[src/core/irq_accept_pkg.sv]
// Shared constants and carrier types for the interrupt acceptance block
// Functional notes
// - A nonmaskable request taken while DMA runs stops the transfer controller.
// - Burst memory-to-memory DMA blocks external maskable and internal requests.
// - Cycle-steal memory-to-memory DMA still lets maskable and internal requests in.
// - The mode 2 vector low bit is passed unchanged, an odd value works too.
// - A nonmaskable request during a maskable acknowledge waits one instruction, not enable or disable.
// - A maskable request during a nonmaskable acknowledge waits one instruction.
// - No acknowledge in refresh; a latched nonmaskable request goes after the next instruction.
// - A maskable line still asserted after refresh is taken after the next instruction.
// - Requests are accepted only at the end of an instruction, never at an enable instruction end.
// - A request around an enable instruction is held and accepted after the next instruction.
// - Vector fetch addresses pass through the address translator.
// - A stopped transfer controller stays stopped until software rewrites its enable bit.
// - Request lines are sampled at the sample point of the last machine cycle.
package irq_accept_pkg;
	localparam int LOG_W      = 16;
	localparam int PHYS_W     = 20;
	localparam int PAGE_LSB   = 12;
	localparam int NIB_W      = 4;
	localparam int BASE_W     = 8;
	localparam int VEC_W      = 8;
	localparam int EXT_N      = 3;
	localparam int INTERNAL_N = 6;

	typedef enum logic [1:0] {
		ACK_IDLE = 2'b00,
		ACK_NMI  = 2'b01,
		ACK_INT  = 2'b10
	} ack_state_t;

	typedef struct packed {
		logic sample_point;  // Falling edge before T3/Ti of last cycle
		logic instr_end;     // Last machine cycle ends
		logic enable_irq_instruction;   // Ending instruction enables maskable
		logic disable_irq_instruction;  // Ending instruction disables maskable
		logic ack_done;      // Acknowledge sequence finished
		logic irq_enable;    // Maskable enable flip-flop
		logic vec_mode2;
	} seq_status_t;

	typedef struct packed {
		logic refresh_active;
		logic dma_active;
		logic dma_burst_mm;
		logic dma_enable_write;  // Write to dma_channel_enable_bit
	} bus_status_t;

	typedef struct packed {
		logic [NIB_W-1:0]  bank_start;
		logic [NIB_W-1:0]  common1_start;
		logic [BASE_W-1:0] bank_base;
		logic [BASE_W-1:0] common1_base;
	} xlate_cfg_t;
endpackage

[src/core/req_sync.sv]
// Two-stage synchroniser for asynchronous request pins
`timescale 1ns/1ps
`default_nettype none
module req_sync #(
	parameter int W = 1
) (
	input  wire logic         ref_clk_in,  // System clock
	input  wire logic         srst_in,     // Sync reset, high
	input  wire logic [W-1:0] async_in,    // Pin levels
	output logic      [W-1:0] sync_out     // Synchronised levels
);
	logic [W-1:0] meta;

	// Reset value is idle-high since the pins are active low
	always_ff @(posedge ref_clk_in) begin
		if (srst_in) begin
			meta     <= '1;
			sync_out <= '1;
		end else begin
			meta     <= async_in;
			sync_out <= meta;
		end
	end
endmodule
`default_nettype wire

[src/core/vector_xlate.sv]
// Address translator for interrupt vector fetches
`timescale 1ns/1ps
`default_nettype none
module vector_xlate
	import irq_accept_pkg::*;
(
	input  wire logic              ref_clk_in,  // System clock
	input  wire logic              srst_in,     // Sync reset, high
	input  wire logic              req_in,      // Translate request
	input  wire logic [LOG_W-1:0]  log_in,      // Logical address
	input  wire xlate_cfg_t        cfg_in,      // Current base programming
	output logic                   valid_out,   // Result valid pulse
	output logic      [PHYS_W-1:0] phys_out     // Physical address
);
	generate
		if (PHYS_W < LOG_W)
			$error("vector_xlate: physical width below logical width");
	endgenerate

	function automatic logic [BASE_W-1:0] pick_base(input logic [NIB_W-1:0] pg,
			input xlate_cfg_t c);
		if (pg >= c.common1_start)
			pick_base = c.common1_base;
		else if (pg >= c.bank_start)
			pick_base = c.bank_base;
		else
			pick_base = '0;
	endfunction

	logic [NIB_W-1:0]  page;
	logic [PHYS_W-1:0] next_phys;
	assign page = log_in[LOG_W-1 -: NIB_W];
	// Same translation as any fetch, the low page bits pass untouched
	assign next_phys = PHYS_W'(log_in) + {pick_base(page, cfg_in), PAGE_LSB'(0)};

	always_ff @(posedge ref_clk_in) begin
		if (srst_in) begin
			valid_out <= 1'b0;
			phys_out  <= '0;
		end else begin
			valid_out <= req_in;
			if (req_in)
				phys_out <= next_phys;
		end
	end
endmodule
`default_nettype wire

[src/core/cpu_interrupt_acceptance.sv]
// Interrupt acceptance for the processor core
`timescale 1ns/1ps
`default_nettype none
module cpu_interrupt_acceptance
	import irq_accept_pkg::*;
#(
	parameter int EXT_REQ_N = EXT_N,
	parameter int INT_REQ_N = INTERNAL_N
) (
	input  wire logic                             ref_clk_in,       // System clock
	input  wire logic                             srst_in,          // Sync reset, high
	input  wire logic                             nmi_n_in,         // Nonmaskable pin, falling edge
	input  wire logic [EXT_REQ_N-1:0]             ext_req_n_in,     // Maskable pins, low level
	input  wire logic [INT_REQ_N-1:0]             internal_req_in,  // Peripheral requests
	input  wire irq_accept_pkg::seq_status_t      seq_in,           // Instruction sequencer
	input  wire irq_accept_pkg::bus_status_t      bus_in,           // DMA and refresh status
	input  wire logic [irq_accept_pkg::VEC_W-1:0] vector_byte_in,   // Vector from data bus
	input  wire logic [irq_accept_pkg::VEC_W-1:0] vector_page_in,   // Vector table page
	input  wire irq_accept_pkg::xlate_cfg_t       xlate_cfg_in,     // Base register set
	output logic                                  nmi_ack_out,      // Nonmaskable ack running
	output logic                                  int_ack_out,      // Maskable ack running
	output logic                                  dma_stop_out,     // Transfer controller halted
	output logic                                  vector_valid_out, // Vector address pulse
	output logic [irq_accept_pkg::PHYS_W-1:0]     vector_addr_out   // Translated vector
);
	import irq_accept_pkg::*;

	generate
		if (EXT_REQ_N < 1 || INT_REQ_N < 1)
			$error("cpu_interrupt_acceptance: request counts must be at least one");
	endgenerate

	////////////////////////////////////////////////////////////////////////////////
	// Pin synchronisation

	logic                 nmi_n_sync;
	logic                 nmi_n_prev;
	logic [EXT_REQ_N-1:0] ext_n_sync;

	req_sync #(.W(1)) u_nmi_sync (
		.ref_clk_in (ref_clk_in),
		.srst_in    (srst_in),
		.async_in   (nmi_n_in),
		.sync_out   (nmi_n_sync)
	);

	req_sync #(.W(EXT_REQ_N)) u_ext_sync (
		.ref_clk_in (ref_clk_in),
		.srst_in    (srst_in),
		.async_in   (ext_req_n_in),
		.sync_out   (ext_n_sync)
	);

	////////////////////////////////////////////////////////////////////////////////
	// Request capture

	ack_state_t state;
	logic       nmi_latch;
	logic       nmi_seen;
	logic       int_seen;
	logic       nmi_fall;
	logic       take_nmi;
	logic       take_int;
	logic       accept_ok;
	logic       refresh_seen;
	logic       gap;
	logic       maskable_raw;

	assign nmi_fall = nmi_n_prev && !nmi_n_sync;
	assign maskable_raw = (|(~ext_n_sync)) || (|internal_req_in);

	always_ff @(posedge ref_clk_in) begin
		if (srst_in)
			nmi_n_prev <= 1'b1;
		else
			nmi_n_prev <= nmi_n_sync;
	end

	// Edge latch survives refresh and blocked ends; a new edge beats the clear
	always_ff @(posedge ref_clk_in) begin
		if (srst_in)
			nmi_latch <= 1'b0;
		else if (nmi_fall)
			nmi_latch <= 1'b1;
		else if (take_nmi)
			nmi_latch <= 1'b0;
	end

	always_ff @(posedge ref_clk_in) begin
		if (srst_in) begin
			nmi_seen <= 1'b0;
			int_seen <= 1'b0;
		end else if (seq_in.sample_point) begin
			nmi_seen <= nmi_latch || nmi_fall;
			// Burst transfer owns the bus, maskable requests go unseen
			int_seen <= maskable_raw && !(bus_in.dma_active && bus_in.dma_burst_mm);
		end else if (take_nmi || take_int) begin
			nmi_seen <= 1'b0;
			int_seen <= 1'b0;
		end
	end

	////////////////////////////////////////////////////////////////////////////////
	// Acceptance point

	// The instruction holding a refresh cannot end in an acknowledge
	always_ff @(posedge ref_clk_in) begin
		if (srst_in)
			refresh_seen <= 1'b0;
		else if (bus_in.refresh_active)
			refresh_seen <= 1'b1;
		else if (seq_in.instr_end)
			refresh_seen <= 1'b0;
	end

	// One full instruction must run after an acknowledge; enable and disable do not count
	always_ff @(posedge ref_clk_in) begin
		if (srst_in)
			gap <= 1'b0;
		else if (state != ACK_IDLE && seq_in.ack_done)
			gap <= 1'b1;
		else if (seq_in.instr_end && !seq_in.enable_irq_instruction && !seq_in.disable_irq_instruction)
			gap <= 1'b0;
	end

	always_comb begin
		accept_ok = seq_in.instr_end && state == ACK_IDLE;
		if (seq_in.enable_irq_instruction)
			accept_ok = 1'b0;
		if (gap && seq_in.disable_irq_instruction)
			accept_ok = 1'b0;
		if (refresh_seen || bus_in.refresh_active)
			accept_ok = 1'b0;
	end

	assign take_nmi = accept_ok && nmi_seen;
	assign take_int = accept_ok && !nmi_seen && int_seen && seq_in.irq_enable
		&& !(bus_in.dma_active && bus_in.dma_burst_mm);

	////////////////////////////////////////////////////////////////////////////////
	// Acknowledge sequence

	always_ff @(posedge ref_clk_in) begin
		if (srst_in)
			state <= ACK_IDLE;
		else begin
			case (state)
				ACK_IDLE: begin
					if (take_nmi)
						state <= ACK_NMI;
					else if (take_int)
						state <= ACK_INT;
				end
				ACK_NMI, ACK_INT: begin
					if (seq_in.ack_done)
						state <= ACK_IDLE;
				end
				default: state <= ACK_IDLE;
			endcase
		end
	end

	always_ff @(posedge ref_clk_in) begin
		if (srst_in) begin
			nmi_ack_out <= 1'b0;
			int_ack_out <= 1'b0;
		end else begin
			nmi_ack_out <= take_nmi || (state == ACK_NMI && !seq_in.ack_done);
			int_ack_out <= take_int || (state == ACK_INT && !seq_in.ack_done);
		end
	end

	////////////////////////////////////////////////////////////////////////////////
	// Transfer controller stop

	always_ff @(posedge ref_clk_in) begin
		if (srst_in)
			dma_stop_out <= 1'b0;
		else if (take_nmi && bus_in.dma_active)
			dma_stop_out <= 1'b1;
		else if (bus_in.dma_enable_write)
			dma_stop_out <= 1'b0;
	end

	////////////////////////////////////////////////////////////////////////////////
	// Vector address

	logic [LOG_W-1:0]  vec_log;
	logic              vec_req;
	logic              xl_valid;
	logic [PHYS_W-1:0] xl_phys;

	// Low bit kept as supplied: odd table pointers still sequence
	assign vec_log = {vector_page_in, vector_byte_in};
	assign vec_req = take_int && seq_in.vec_mode2;

	vector_xlate u_xlate (
		.ref_clk_in (ref_clk_in),
		.srst_in    (srst_in),
		.req_in     (vec_req),
		.log_in     (vec_log),
		.cfg_in     (xlate_cfg_in),
		.valid_out  (xl_valid),
		.phys_out   (xl_phys)
	);

	always_ff @(posedge ref_clk_in) begin
		if (srst_in) begin
			vector_valid_out <= 1'b0;
			vector_addr_out  <= '0;
		end else begin
			vector_valid_out <= xl_valid;
			if (xl_valid)
				vector_addr_out <= xl_phys;
		end
	end
endmodule
`default_nettype wire

[config.mk]
export PLATFORM = sky130hd
export DESIGN_NAME = cpu_interrupt_acceptance
export DESIGN_NICKNAME = d
export VERILOG_FILES = /design/src/core/irq_accept_pkg.sv /design/src/core/req_sync.sv /design/src/core/vector_xlate.sv /design/src/core/cpu_interrupt_acceptance.sv
export SDC_FILE = /design/constraint.sdc
export NUM_CORES = 1
export LEC_CHECK = 0
export BUFFER_PORTS_ARGS = -buffer_cell sky130_fd_sc_hd__buf_2
export CORE_MARGIN = 3
export CORE_UTILIZATION = 55
export CTS_CLUSTER_DIAMETER = 50
export DETAILED_ROUTE_END_ITERATION = 10
export PLACE_DENSITY = 0.85
export SYNTH_ARGS = -nofsm -noshare
export SYNTH_HDL_FRONTEND = slang
export SYNTH_HIERARCHICAL = 1
export SYNTH_SLANG_ARGS = --single-unit
[constraint.sdc]
create_clock -name ref_clk_in -period 6.8 [get_ports ref_clk_in]
set_input_delay 1.02 -clock ref_clk_in [delete_from_list [all_inputs] [get_ports ref_clk_in]]
set_output_delay 1.02 -clock ref_clk_in [all_outputs]
set_load 0.02 [all_outputs]
==> impl_results.md <==
- Status: complete, no violations
- Worst rel slew slack: 16.59%
- Leakage: 1.546 nW
- Sequential cell area fraction in the yosys report: 43.17%
- GRT Resource Usage Total: 20.87%
- Fraction of layout cells with a size suffix above 1: 31.23%
- Peak supply drop: 0.1480 mV
- Final setup vio count: 0
- Slowest CP cell: fa_1
- Synthesized instance count: 290
- HPWL after DPL: 4.266 mm
- Top cells by count, synth: dfxtp_1, nor2_1, mux2i_1, inv_1, ha_1
- Crit Path Class: primary input to flip-flop
- DRC: 0
- Total iterations of the first detailed-routing run: 4
- Hold EP: u_ext_sync/sync_out[2]
- Iteration-0 DRC Markers: 61
- PostCTS Resize Cnt: 0
- Critical Path Max Stage Delay: 0.41 ns
- Hold path cells: 1
- Via-to-Cell Ratio: 5.170
- Fin crit period: 3.733 ns
- Number of synthesized flops with an enable pin: 0
- Synth top area share: 43.17%
- Placed Instance Area: 3286 µm²
- PwrDens: 222.2 nW/µm²
- Worst Hold Class: flip-flop to flip-flop
- Gpl congestion: 0.9309
- Post-synth top area cell: dfxtp_1
- Yosys warns: 6
- Max_cap viols: 0
- Final Cycle Share: 54.89%
- Async SR Flop Fraction: 0%
- Net Count, Synth: 369
- Critical Path RT: 6.97 ns
- Critical Path Start Type: primary input
- Yosys reg bits: 61
- DR WL/cell: 13.04 µm
- Total congestion overflow: 0
- F_max: 267.9 MHz
- Later-pin clock latency in the skew report: 0.33 ns
- Vias in the first global route: 2340
- Prevailing post-synth register cell: dfxtp_1
- Most numerous cell in the Yosys netlist: dfxtp_1
- H-tree levels: 3
- Area growth from synthesis to layout: 23.18%
- Die area: 6040 µm²
- Largest net degree at the start of global routing: 65
- CTS sink count: 61
- Width of the die: 77.72 µm
- Antenna Nets Post-Route: 0
- Netlist Area Pre-Place: 2829 µm²
- Rows: 25
- Final Instance Area: 3485 µm²
- Skew final: 0.005629 ns
- Initial antenna violation count: 0
- Fin Setup TNS: 0 ns
- R2R Path End: u_xlate/phys_out[17]
- Reg2Reg Setup Slack: 4.15 ns
- Hold path start: u_ext_sync/meta[2]
- Register area: 1221 µm²
- Slew Viols, Final: 0
- CTS Buf Count: 9
- Fillers: 368
- Root Driver: clkbuf_8
- Final Hold Vio Count: 0
- CORE AREA: 4848 µm²
- Synth top area cells: dfxtp_1, mux2i_1, ha_1, nor2_1, inv_1
- CP arrival: 3.90 ns
- First-pass GRT wire length: 10.16 mm
- Hold-fix buffers, CTS: 0
- Diodes inserted: 0
- Post-CTS setup buffer count: 0
- CP Capture Type: flip-flop
- IO Port Bufs: 86
- Starting Density: 58.35%
- Routed Wire Length: 5.844 mm
- Total Nets Final: 456
- Area of the multi-input gates: 1471 µm²
- Die height: 77.72 µm
- Longest Clk Path Bufs: 2
- Mean post-synth cell area: 9.755 µm²
- Tightest Pin Transition: 1.249 ns
- Unrepaired setup endpoints after global routing: false
- Reg2Reg Depth: 9
- Worst-path cell chain: buf_2 > inv_1 > ha_1 > nor2b_1 > o21a_1 > nor2_1 > a22o_1 > ha_1 > fa_1 > a21o_1 > a21oi_1 > inv_1 > a32o_1 > mux2i_1 > o221ai_1
- Final Util: 71.87%
- Distinct cells, synth: 59
- Clock transition at the registers of the reported paths: 0.07 ns
- I/O pin count: 87
- Crit Path Max Fanout: 8
- Worst r2r src: state[0]
- Via count of the routed design: 2316
- TritonCTS clock tree: yes
## cell type report
class	instances	area share, %
clock buffer	11	4.345
clock inverter	4	1.364
inverter	17	1.831
multi-input combinational	200	42.23
sequential	61	35.04
tap	67	2.406
timing repair buffer	88	12.78
## how the worst max path moves through the flow
stage,startpoint,end,slack [ns]
2_1_floorplan,vector_page_in[4],u_xlate/phys_out[18],3.03
3_3_place_gp,vector_page_in[4],u_xlate/phys_out[18],2.86
3_5_place_dp,vector_page_in[4],u_xlate/phys_out[18],2.74
4_1_cts,vector_page_in[4],u_xlate/phys_out[18],3.08
5_1_grt,vector_page_in[4],u_xlate/phys_out[18],2.82
6_report,vector_page_in[4],u_xlate/phys_out[18],3.07
## placed cells by master (no fill, tap or decap), drive strengths merged, types with 6 or more instances in the layout
cell and instances:
a21oi 11, ha 15, nor2 46, nand2 6, nor2b 7, inv 17, dfxtp 61, buf 88
clkbuf 11, mux2i 36, or2 9
## logic make-up (layout without fill, tap and decap cells)
kind of cell / after synthesis / count (layout) / synth area share [%]
buffers and inverters: 29 / 120 / 4.820
XOR/XNOR: 2 / 2 / 0.6193
multiplexers: 36 / 36 / 12.74
adder cells (fa/ha/maj): 16 / 16 / 7.342
flip-flops: 61 / 61 / 43.17
AO/OA/AOI/OAI: 45 / 45 / 12.30
AND/OR/NAND/NOR: 101 / 101 / 19.02
## power by group
part           switching [mW]  internal, mW  total [mW]
Sequential            0.00198         0.362       0.364
Combinational          0.0492        0.0439      0.0931
Clock                   0.131         0.186       0.317
Total                   0.183         0.591       0.774
## sequential cells by signal (all words and copies together) (netlist names), 2 cells and up
register and count:
u_ext_sync/sync_out 3, u_xlate/phys_out 20, u_ext_sync/meta 3, state 2, vector_addr_out 20
## through the flow
| step | power, mW | hold slack [ns] | instances | setup WS [ns] |
|---|---|---|---|---|
| 2_1_floorplan | 0.4327 | 0.3832 | 290 | 3.030 |
| 3_3_place_gp | 0.4615 | 0.3872 | 433 | 2.856 |
| 3_5_place_dp | 0.4646 | 0.3899 | 433 | 2.738 |
| 4_1_cts | 0.7815 | 0.4056 | 448 | 3.081 |
| 5_1_grt | 0.8153 | 0.4181 | 448 | 2.822 |
| 6_report | 0.7741 | 0.4037 | 448 | 3.067 |
## layer usage
metal  vias up  global-route usage (%)  wire [µm]
met5         -                       0          0
met4         0                   6.228         54
met3         7                   6.845        367
met2        81                   34.67       2728
met1      1042                   25.58       2694
li1       1186                       -          -
## worst max-delay path: cells and delay by family
family	cells	cell delay, ns
AO/OA/AOI/OAI	6	1.25
adder cells (fa/ha/maj)	3	0.92
buffers and inverters	3	0.23
multiplexers	1	0.14
AND/OR/NAND/NOR	2	0.32
Note: power is estimated with default switching activity, not from simulation.
